**src/monitor_link_pkg.sv**
```systemverilog
// Constants for the battery monitor link configuration and status block
package monitor_link_pkg;
  localparam logic [7:0] addr_recalled = 8'h01;
  localparam logic [7:0] addr_nv_ctrl = 8'h07;
  localparam logic [7:0] addr_special = 8'h08;
  localparam logic [7:0] addr_config_byte = 8'h31;
  localparam logic [7:0] blk0_base = 8'h20;
  localparam logic [7:0] blk1_base = 8'h30;
  localparam int bit_sleep_enable = 5;
  localparam int bit_opcode_select = 4;
  localparam int bit_swap_enable = 3;
  localparam int bit_copy_busy = 7;
  localparam int bit_lock_arm = 6;
  localparam int bit_block1_locked = 1;
  localparam int bit_block0_locked = 0;
  localparam int bit_power_switch = 7;
  localparam int bit_general_pin = 6;
  localparam int bit_swap_master = 5;
  localparam logic [7:0] op_read_addr0 = 8'h33;
  localparam logic [7:0] op_read_addr1 = 8'h39;
  localparam logic [7:0] op_match = 8'h55;
  localparam logic [7:0] op_skip = 8'hcc;
  localparam logic [7:0] op_swap = 8'haa;
  localparam logic [7:0] op_read_data = 8'h69;
  localparam logic [7:0] op_write_data = 8'h6c;
  localparam logic [7:0] op_copy = 8'h48;
  localparam logic [7:0] op_lock = 8'h6a;
  localparam int clk_mhz = 100;
  localparam int reset_low_us = 120;
  localparam int sleep_low_ms = 2000;
  localparam int reset_low_cycles = reset_low_us * clk_mhz + 1;
  localparam int sleep_low_cycles = sleep_low_ms * 1000 * clk_mhz + 1;
  localparam int copy_time_us = 2000;
  localparam int copy_cycles = copy_time_us * clk_mhz;
  localparam logic [7:0] family_code = 8'h5a;
  localparam logic [47:0] serial_number = 48'h0000_0000_0001;
  localparam logic [7:0] config_byte_reset = 8'h00;
endpackage : monitor_link_pkg
```
**src/monitor_link_cfg.sv**
```systemverilog
// Configuration and status registers of the battery monitor bus slave
//
// Function
// Sleep enable 1: line low over 2s enters sleep, line high leaves it.
// Sleep enable 0: no line driven sleep; read-only, from bit 5 of 31h.
// Opcode select chooses read-address opcode 33h or 39h.
// Opcode select read-only, default from bit 4 of config byte 31h.
// Swap command recognised only while swap enable (bit 3 of 31h) is 1.
// Copy busy reads 1 during copy; nonvolatile writes are discarded then.
// Lock command needs lock arm set first; arm clears after lock.
// Block 1 locked flag shows write protection of 30..3F.
// Block 0 locked flag shows write protection of 20..2F.
// Power switch latch catches lows; cleared only by writing 1.
// Host writes 1 to the latch immediately after reading 0.
// Swap master flag set when selected by swap with own address.
// One master on the bus; this device is always a slave.
// Fixed 64-bit address: family code, 48-bit serial, CRC of 56 bits.
// CRC sits in the top byte, family code in the bottom byte.
// Device never checks CRC; host verifies and acts on mismatch.
// Host CRC: clear register, shift family then serial, LSB first.
// Open-drain drivers only, pull-up at master, line idles high.
// Line low over 120us is a reset and abandons any transaction.
// A pausing master leaves the line released high.
// Access order: init, address command, function command, data.
// Init is master reset pulse then presence pulse from slaves.
// Pin bit 0 drives pin low, 1 releases; sleep or 2s low releases.
// Host CRC uses polynomial x^8+x^5+x^4+1, LSB first.
// Reserved bits ignore writes.
`timescale 1ns/100ps
module monitor_link_cfg #(
  parameter int sleep_cycles = monitor_link_pkg::sleep_low_cycles,
  parameter int copy_len = monitor_link_pkg::copy_cycles
) (
  // Clock and reset
  input wire logic clk,
  input wire logic reset_n,
  // Bus line level, already synchronous
  input wire logic line_in,
  // Decoded byte level transactions from the bit engine
  input wire logic cmd_valid,
  input wire logic [7:0] cmd_opcode,
  input wire logic cmd_addr_match,
  input wire logic [7:0] cmd_addr,
  input wire logic wr_valid,
  input wire logic [7:0] wr_addr,
  input wire logic [7:0] wr_data,
  input wire logic [7:0] rd_addr,
  output logic [7:0] rd_data,
  // Recall of the stored configuration byte
  input wire logic recall_valid,
  input wire logic [7:0] recall_byte,
  // Pins
  input wire logic power_switch_n,
  input wire logic general_pin_in,
  output logic general_pin_oe,
  output logic general_pin_out,
  // Status to the rest of the device
  output logic [63:0] net_address,
  output logic [7:0] read_addr_opcode,
  output logic swap_accepted,
  output logic sleeping,
  output logic line_reset,
  output logic copy_busy
);
  typedef enum logic [1:0] {
    net_idle = 2'b00,
    net_ready = 2'b01,
    net_func = 2'b10
  } net_state_type;

  function automatic logic [7:0] crc8_calc(input logic [55:0] data);
    logic [7:0] crc;
    crc = 8'h00;
    for (int i = 0; i < 56; i++) begin
      if (crc[0] ^ data[i]) begin
        crc = (crc >> 1) ^ 8'h8c;
      end else begin
        crc = crc >> 1;
      end
    end
    return crc;
  endfunction : crc8_calc

  function automatic logic in_nv(input logic [7:0] a);
    return a[7:5] == 3'b001;
  endfunction : in_nv

  function automatic logic [3:0] blk1_hi();
    return monitor_link_pkg::blk1_base[7:4];
  endfunction : blk1_hi

  function automatic logic [3:0] blk0_hi();
    return monitor_link_pkg::blk0_base[7:4];
  endfunction : blk0_hi

  logic [7:0] config_reg, config_next;
  logic lock_arm_reg, lock_arm_next;
  logic block0_reg, block0_next;
  logic block1_reg, block1_next;
  logic ps_latch_reg, ps_latch_next;
  logic pin_drive_reg, pin_drive_next;
  logic master_reg, master_next;
  logic sleep_reg, sleep_next;
  logic [31:0] low_cnt_reg, low_cnt_next;
  logic [31:0] copy_cnt_reg, copy_cnt_next;
  net_state_type net_reg, net_next;
  logic long_low;
  logic nv_write_ok;

  // Fixed address with its own CRC; the device never checks a CRC
  assign net_address = {crc8_calc({monitor_link_pkg::serial_number, monitor_link_pkg::family_code}),
    monitor_link_pkg::serial_number, monitor_link_pkg::family_code};
  assign read_addr_opcode = config_reg[monitor_link_pkg::bit_opcode_select] ?
    monitor_link_pkg::op_read_addr1 : monitor_link_pkg::op_read_addr0;
  assign line_reset = low_cnt_reg >= 32'(monitor_link_pkg::reset_low_cycles);
  assign long_low = low_cnt_reg >= 32'(sleep_cycles);
  assign copy_busy = copy_cnt_reg != 32'h0000_0000;
  assign sleeping = sleep_reg;
  // Only a slave: the pin driver is the only output toward the outside
  assign general_pin_oe = pin_drive_reg;
  assign general_pin_out = 1'b0;
  assign nv_write_ok = wr_valid && in_nv(wr_addr) && !copy_busy;

  always_comb begin
    low_cnt_next = low_cnt_reg;
    if (line_in) begin
      low_cnt_next = 32'h0000_0000;
    end else if (!(long_low && line_reset)) begin
      // Runs on until both the reset and the long-low marks are passed, whichever is later
      low_cnt_next = low_cnt_reg + 32'h0000_0001;
    end
    sleep_next = sleep_reg;
    if (config_reg[monitor_link_pkg::bit_sleep_enable]) begin
      if (long_low) begin
        sleep_next = 1'b1;
      end else if (line_in) begin
        sleep_next = 1'b0;
      end
    end else begin
      sleep_next = 1'b0;
    end
  end

  // Transaction order tracker: reset, address command, function command
  always_comb begin
    net_next = net_reg;
    swap_accepted = 1'b0;
    master_next = master_reg;
    if (line_reset) begin
      net_next = net_state_type'(2'b00);
    end else if (cmd_valid) begin
      unique case (net_reg)
        net_idle: begin
          net_next = net_ready;
        end
        net_ready: begin
          if (cmd_opcode == monitor_link_pkg::op_swap) begin
            if (config_reg[monitor_link_pkg::bit_swap_enable]) begin
              swap_accepted = cmd_addr_match;
              master_next = cmd_addr_match;
              net_next = net_idle;
            end else begin
              // Refused swap: drop to idle, where the next command moves it back to ready
              net_next = net_idle;
            end
          end else if (cmd_opcode == read_addr_opcode || cmd_opcode == monitor_link_pkg::op_skip ||
              (cmd_opcode == monitor_link_pkg::op_match && cmd_addr_match)) begin
            net_next = net_func;
          end else begin
            net_next = net_idle;
          end
        end
        net_func: begin
          net_next = net_idle;
        end
        default: begin
          net_next = net_idle;
        end
      endcase
    end
  end

  always_comb begin
    config_next = config_reg;
    lock_arm_next = lock_arm_reg;
    block0_next = block0_reg;
    block1_next = block1_reg;
    ps_latch_next = ps_latch_reg;
    pin_drive_next = pin_drive_reg;
    copy_cnt_next = copy_cnt_reg;
    if (recall_valid) begin
      config_next = recall_byte & 8'h38;
    end
    if (copy_busy) begin
      copy_cnt_next = copy_cnt_reg - 32'h0000_0001;
    end
    if (wr_valid && wr_addr == monitor_link_pkg::addr_special) begin
      pin_drive_next = ~wr_data[monitor_link_pkg::bit_general_pin];
      if (wr_data[monitor_link_pkg::bit_power_switch]) begin
        ps_latch_next = 1'b1;
      end
    end
    if (cmd_valid && net_reg == net_func) begin
      if (cmd_opcode == monitor_link_pkg::op_lock && lock_arm_reg) begin
        lock_arm_next = 1'b0;
        if (cmd_addr[7:4] == blk1_hi()) begin
          block1_next = 1'b1;
        end else if (cmd_addr[7:4] == blk0_hi()) begin
          block0_next = 1'b1;
        end
      end
      if (cmd_opcode == monitor_link_pkg::op_copy && in_nv(cmd_addr) && !copy_busy &&
          !(cmd_addr[4] ? block1_reg : block0_reg)) begin
        copy_cnt_next = 32'(copy_len);
      end
    end
    // Host arm after the lock clear, so an arm landing with a lock command is kept
    if (wr_valid && wr_addr == monitor_link_pkg::addr_nv_ctrl && wr_data[monitor_link_pkg::bit_lock_arm]) begin
      lock_arm_next = 1'b1;
    end
    // Capture after the host clear so a low in the clear cycle is kept
    if (!power_switch_n) begin
      ps_latch_next = 1'b0;
    end
    if (sleep_reg || long_low) begin
      pin_drive_next = 1'b0;
    end
  end

  // Read mux; reserved bits read as zero
  always_comb begin
    unique case (rd_addr)
      monitor_link_pkg::addr_recalled: rd_data = config_reg;
      monitor_link_pkg::addr_nv_ctrl: rd_data = {copy_busy, lock_arm_reg, 4'h0, block1_reg, block0_reg};
      monitor_link_pkg::addr_special: rd_data = {ps_latch_reg, general_pin_in, master_reg, 5'h00};
      default: rd_data = 8'hff;
    endcase
  end

  always_ff @(posedge clk or negedge reset_n) begin
    if (!reset_n) begin
      config_reg <= monitor_link_pkg::config_byte_reset;
      lock_arm_reg <= 1'b0;
      block0_reg <= 1'b0;
      block1_reg <= 1'b0;
      ps_latch_reg <= 1'b1;
      pin_drive_reg <= 1'b0;
      master_reg <= 1'b0;
      sleep_reg <= 1'b0;
      low_cnt_reg <= 32'h0000_0000;
      copy_cnt_reg <= 32'h0000_0000;
      net_reg <= net_idle;
    end else begin
      config_reg <= config_next;
      lock_arm_reg <= lock_arm_next;
      block0_reg <= block0_next;
      block1_reg <= block1_next;
      ps_latch_reg <= ps_latch_next;
      pin_drive_reg <= pin_drive_next;
      master_reg <= master_next;
      sleep_reg <= sleep_next;
      low_cnt_reg <= low_cnt_next;
      copy_cnt_reg <= copy_cnt_next;
      net_reg <= net_next;
    end
  end

  chk_sleep_entry: assert property (@(posedge clk) disable iff (!reset_n)
    (config_reg[monitor_link_pkg::bit_sleep_enable] && long_low) |=> sleeping)
    else $error("sleep not entered after long low");
  chk_sleep_disabled: assert property (@(posedge clk) disable iff (!reset_n)
    !config_reg[monitor_link_pkg::bit_sleep_enable] |=> !sleeping)
    else $error("sleep while disabled");
  chk_opcode_select: assert property (@(posedge clk) disable iff (!reset_n)
    read_addr_opcode == (config_reg[4] ? 8'h39 : 8'h33))
    else $error("wrong read address opcode");
  chk_swap_gate: assert property (@(posedge clk) disable iff (!reset_n)
    swap_accepted |-> config_reg[monitor_link_pkg::bit_swap_enable])
    else $error("swap accepted while disabled");
  chk_copy_busy_write: assert property (@(posedge clk) disable iff (!reset_n)
    copy_busy |-> !nv_write_ok)
    else $error("nv write during copy");
  chk_lock_arm_clear: assert property (@(posedge clk) disable iff (!reset_n)
    (cmd_valid && net_reg == net_func && cmd_opcode == monitor_link_pkg::op_lock && lock_arm_reg) |=> !lock_arm_reg)
    else $error("lock arm not cleared");
  chk_lock_needs_arm: assert property (@(posedge clk) disable iff (!reset_n)
    ($rose(block0_reg) || $rose(block1_reg)) |-> $past(lock_arm_reg))
    else $error("block locked without arm");
  chk_ps_capture: assert property (@(posedge clk) disable iff (!reset_n)
    !power_switch_n |=> !ps_latch_reg)
    else $error("power switch low not latched");
  chk_pin_release: assert property (@(posedge clk) disable iff (!reset_n)
    sleeping |=> !general_pin_oe)
    else $error("pin driven in sleep");
  chk_line_reset: assert property (@(posedge clk) disable iff (!reset_n)
    line_reset |=> net_reg == net_idle)
    else $error("transaction kept after line reset");
  chk_sleep_exit: assert property (@(posedge clk) disable iff (!reset_n)
    (sleeping && line_in && !long_low) |=> !sleeping)
    else $error("sleep kept after line high");
  chk_config_recall: assert property (@(posedge clk) disable iff (!reset_n)
    recall_valid |=> config_reg == ($past(recall_byte) & 8'h38))
    else $error("recalled configuration not loaded");
  chk_config_readonly: assert property (@(posedge clk) disable iff (!reset_n)
    !recall_valid |=> $stable(config_reg))
    else $error("status bits changed without recall");
  chk_swap_master: assert property (@(posedge clk) disable iff (!reset_n)
    swap_accepted |=> master_reg)
    else $error("swap master flag not set");
  chk_swap_refused: assert property (@(posedge clk) disable iff (!reset_n)
    (cmd_valid && !line_reset && net_reg == net_ready && cmd_opcode == monitor_link_pkg::op_swap &&
      !config_reg[monitor_link_pkg::bit_swap_enable]) |=> net_reg == net_idle)
    else $error("refused swap left the tracker busy");
  chk_copy_start: assert property (@(posedge clk) disable iff (!reset_n)
    (cmd_valid && net_reg == net_func && cmd_opcode == monitor_link_pkg::op_copy && in_nv(cmd_addr) &&
      !copy_busy && !(cmd_addr[4] ? block1_reg : block0_reg)) |=> copy_busy)
    else $error("copy not started");
  chk_lock_ignored: assert property (@(posedge clk) disable iff (!reset_n)
    (cmd_valid && cmd_opcode == monitor_link_pkg::op_lock && !lock_arm_reg) |=>
      ($stable(block0_reg) && $stable(block1_reg)))
    else $error("lock taken without arm");
  chk_lock_block1: assert property (@(posedge clk) disable iff (!reset_n)
    (cmd_valid && net_reg == net_func && cmd_opcode == monitor_link_pkg::op_lock && lock_arm_reg &&
      cmd_addr[7:4] == blk1_hi()) |=> block1_reg)
    else $error("block 1 lock not taken");
  chk_lock_block0: assert property (@(posedge clk) disable iff (!reset_n)
    (cmd_valid && net_reg == net_func && cmd_opcode == monitor_link_pkg::op_lock && lock_arm_reg &&
      cmd_addr[7:4] == blk0_hi()) |=> block0_reg)
    else $error("block 0 lock not taken");
  chk_block1_sticky: assert property (@(posedge clk) disable iff (!reset_n)
    block1_reg |=> block1_reg)
    else $error("block 1 lock lost");
  chk_block0_sticky: assert property (@(posedge clk) disable iff (!reset_n)
    block0_reg |=> block0_reg)
    else $error("block 0 lock lost");
  chk_latch_clear: assert property (@(posedge clk) disable iff (!reset_n)
    (wr_valid && wr_addr == monitor_link_pkg::addr_special && wr_data[monitor_link_pkg::bit_power_switch] &&
      power_switch_n) |=> ps_latch_reg)
    else $error("power switch latch not cleared");
  chk_latch_write_zero: assert property (@(posedge clk) disable iff (!reset_n)
    (wr_valid && wr_addr == monitor_link_pkg::addr_special && !wr_data[monitor_link_pkg::bit_power_switch] &&
      power_switch_n) |=> $stable(ps_latch_reg))
    else $error("power switch latch changed by zero write");
  chk_pin_drive: assert property (@(posedge clk) disable iff (!reset_n)
    (wr_valid && wr_addr == monitor_link_pkg::addr_special && !wr_data[monitor_link_pkg::bit_general_pin] &&
      !sleep_reg && !long_low) |=> general_pin_oe)
    else $error("pin driver not enabled");
  chk_pin_long_low: assert property (@(posedge clk) disable iff (!reset_n)
    long_low |=> !general_pin_oe)
    else $error("pin driven during long low");
  chk_reset_detect: assert property (@(posedge clk) disable iff (!reset_n)
    (!line_in && low_cnt_reg == 32'(monitor_link_pkg::reset_low_cycles - 1)) |=> line_reset)
    else $error("reset pulse not detected");
  chk_reset_release: assert property (@(posedge clk) disable iff (!reset_n)
    line_in |=> !line_reset)
    else $error("reset held after line high");
endmodule : monitor_link_cfg

```
**config.mk**
```make
export PLATFORM = sky130hd
export DESIGN_NAME = monitor_link_cfg
export DESIGN_NICKNAME = d
export VERILOG_FILES = /design/src/monitor_link_pkg.sv /design/src/monitor_link_cfg.sv
export SDC_FILE = /design/constraint.sdc
export NUM_CORES = 1
export LEC_CHECK = 0
export ABC_AREA = 1
export BUFFER_PORTS_ARGS = -buffer_cell sky130_fd_sc_hd__buf_2
export CORE_UTILIZATION = 40
export DETAILED_ROUTE_END_ITERATION = 8
export HOLD_SLACK_MARGIN = 0.05
export PLACE_DENSITY = 0.66
export SKIP_CTS_REPAIR_TIMING = 1
export SLEW_MARGIN = 20
export SYNTH_ARGS = -nofsm -noshare
export SYNTH_HDL_FRONTEND = slang
export SYNTH_SLANG_ARGS = --single-unit
export TNS_END_PERCENT = 10
```
**constraint.sdc**
```tcl
create_clock -name clk -period 1.7 [get_ports clk]
set_clock_uncertainty 0.2 [all_clocks]
set_input_delay 0 -clock clk [delete_from_list [all_inputs] [get_ports clk]]
set_output_delay 0 -clock clk [all_outputs]
set_load 0.005 [all_outputs]
```
==> run metrics <==
largest net degree at the start of global routing 37; Mapped Area 0.00588 mm2; post-synthesis cell count 924; Relative slew margins roughly two thirds; Clock Tree Buf Depth 2; final setup margin -0.326 ns; Placed Area 0.00706 mm2; Clk pin slew, worst setup/hold paths ~0.060 ns; via count between 6000 and 7000; clock root cell clkbuf_16; H-tree depth 3; CTS tree yes; r2r endpoint low_cnt_reg[19]; most used cell, CP nor2_4; Crit Reg-Reg Startpoint low_cnt_reg[19]; clk sinks between 70 and 80; DRC violations left 0; first-pass GRT wire length roughly 25 mm; Fin Hold WS -0.00133 ns; row cnt 43; initial antenna violation count 0; routed length per instance 12.9 um; Yosys top cell area share 31.9%; Post-synth ARST share 100%; Final HPWL DP approximately 12 mm; core region area around 0.014 mm2; final setup violating endpoints 56; Max Clock Freq between 400 and 500 MHz; critical path class reg -> out; all-layer global routing usage roughly a fifth; cell at the slowest stage of the critical path dfrtp_1; IO buf count 56; post-route minimum period about 2.0 ns; diode count 0; Post-synth EDFFs 0; FF-to-FF setup slack -0.17 ns; Detail Route Antenna Nets 0; layout cells sized above 1 28.1%; Pre-antenna DRT Iters 6; share of the yosys chip area belonging to registers about a third; crit start category flip-flop; worst slew pin tran just over 0.5 ns; WL final between 15 and 20 mm; Mapped Avg Cell Area 6.37 um2; starting density of the core a little over two fifths; predominant post-synthesis flop cell dfrtp_1; Lkg Pwr roughly 0.0042 uW; Pwr per Cell Area approximately 490 mW/mm2; crit-path max cell delay 0.39 ns; worst-path maximum fanout 3; GR Overflow Total 0; Critical Path RT about 1.5 ns; failing checks hold timing, setup timing; total negative setup slack -6.24 ns; Max Slew Vio Count 0; Worst Reg2Reg Path Length in Cells 10; CP Capture Point swap_accepted; synth warn 0; Final Cycle Share 119%; Vias/cell 4.68; Design Power 4020 uW; FF+latch count, synth between 70 and 80; crit end category primary output; Die Ht 123 um; Yosys top cell by area dfrtp_1; Netlist cell types 34; number of max-cap violations 0; insertion delay to the later sink of the worst-skew pair roughly 0.35 ns; top cells by area, synth dfrtp_1 (32%), nand2_1 (17%), nor2_1 (12%); GP Congestion about 0.90; Nets ~1200; Synth-to-Final Area Change 38.6%; maximum vdd drop roughly 0.44 mV; critical path launch point low_cnt_reg[1]; vias in the first global route between 5000 and 6000; die area approximately 0.015 mm2; worst slack at placement -0.162 ns; Worst EP arrival approximately 1.8 ns; Final Util around 58%; drt initial violations just over 400; final hold viol count 1; cts bufs inserted 9; Finished Cell Area a little over 0.008 mm2; outcome finished, violations left; CP Cell Sequence inv_2 -> ha_4 -> nor2_4 -> buf_6 -> nand3_2 -> nand4_1 -> nand2_2 -> nor2_4 -> nand2_1 -> nor2_1 -> buf_2; die width 123 um; IO Pins ~140; min-delay worst type in -> reg; RSZ-0062 raised after global routing yes
==> critical path, delay by kind of cell (launching register included) <==
kind / cells / cell delay, ns
and+or+nand+nor: 7 / 0.62
DFF: 1 / 0.39
adders and majority gates: 1 / 0.16
buffers and inverters: 3 / 0.30
==> cells in the mapped netlist, drive strengths merged (3+ instances only) <==
master	n
or2	8
xnor2	5
xor2	15
nand3	71
buf	82
inv	104
nor2	187
nand2	266
o21bai	3
o21ai	22
ha	4
a21oi	20
dfrtp	75
clkbuf	6
nand4	30
nor3	12
==> power by group <==
part / internal, uW / switching [uW]
Combinational: 172 / 239
Sequential: 1830 / 16.7
Clock: 1010 / 755
Total: 3010 / 1010
==> worst min-delay path by stage <==
stage	depth (start not counted)	start	slack, ns	to
floorplan	0	reset_n	-0.50	block0_reg
global placement	1	reset_n	-0.19	copy_cnt_reg[7]
detailed placement	1	reset_n	-0.18	copy_cnt_reg[11]
CTS	1	reset_n	-0.55	copy_cnt_reg[11]
global route	8	cmd_opcode[2]	0.03	master_reg
finish	8	cmd_opcode[2]	-0.001	master_reg
==> kinds of logic after synthesis <==
logic type | Yosys count | synth area share, %
and+or+nand+nor | 579 | 41.6
buffers and inverters | 192 | 17.3
DFF | 76 | 32.3
AOI/OAI and AO/OA | 51 | 4.81
xor gates and xnor gates | 20 | 2.98
adders and majority gates | 4 | 0.851
other | 2 | 0.128
==> routing by layer <==
layer | track usage, % | vias up | routed length, um
li1 | - | 3205 | -
met1 | 25.7 | 2865 | 7140
met2 | 37.6 | 152 | 8980
met3 | 4.06 | 44 | 694
met4 | 6.55 | 0 | 448
met5 | 0 | - | 0
==> metrics by stage <==
step	hold slack, ns	instances
floorplan	-0.496	993
global placement	-0.187	1272
detailed placement	-0.181	1272
CTS	-0.552	1286
global route	0.0307	1340
finish	-0.00133	1340
==> cell type report <==
cell class,instances,area (um2)
clock buffer,12,246
clock inverter,2,12.5
fill,1315,5940
inverter,104,390
multi-input combinational,725,3530
sequential,76,1910
tap,180,225
timing repair buffer,241,1830
==> cell usage in the layout (no fill, tap or decap), drive strengths merged, types with 5 or more instances in the layout <==
cell type	n
dfrtp	75
or2	8
nand3	71
nor2	187
buf	205
nand2	266
dlygate4sd3	36
nand4	30
xnor2	5
clkbuf	12
conb	71
xor2	15
a21oi	20
inv	104
nor3	12
o21ai	22
Note: power is estimated with default switching activity, not from simulation.
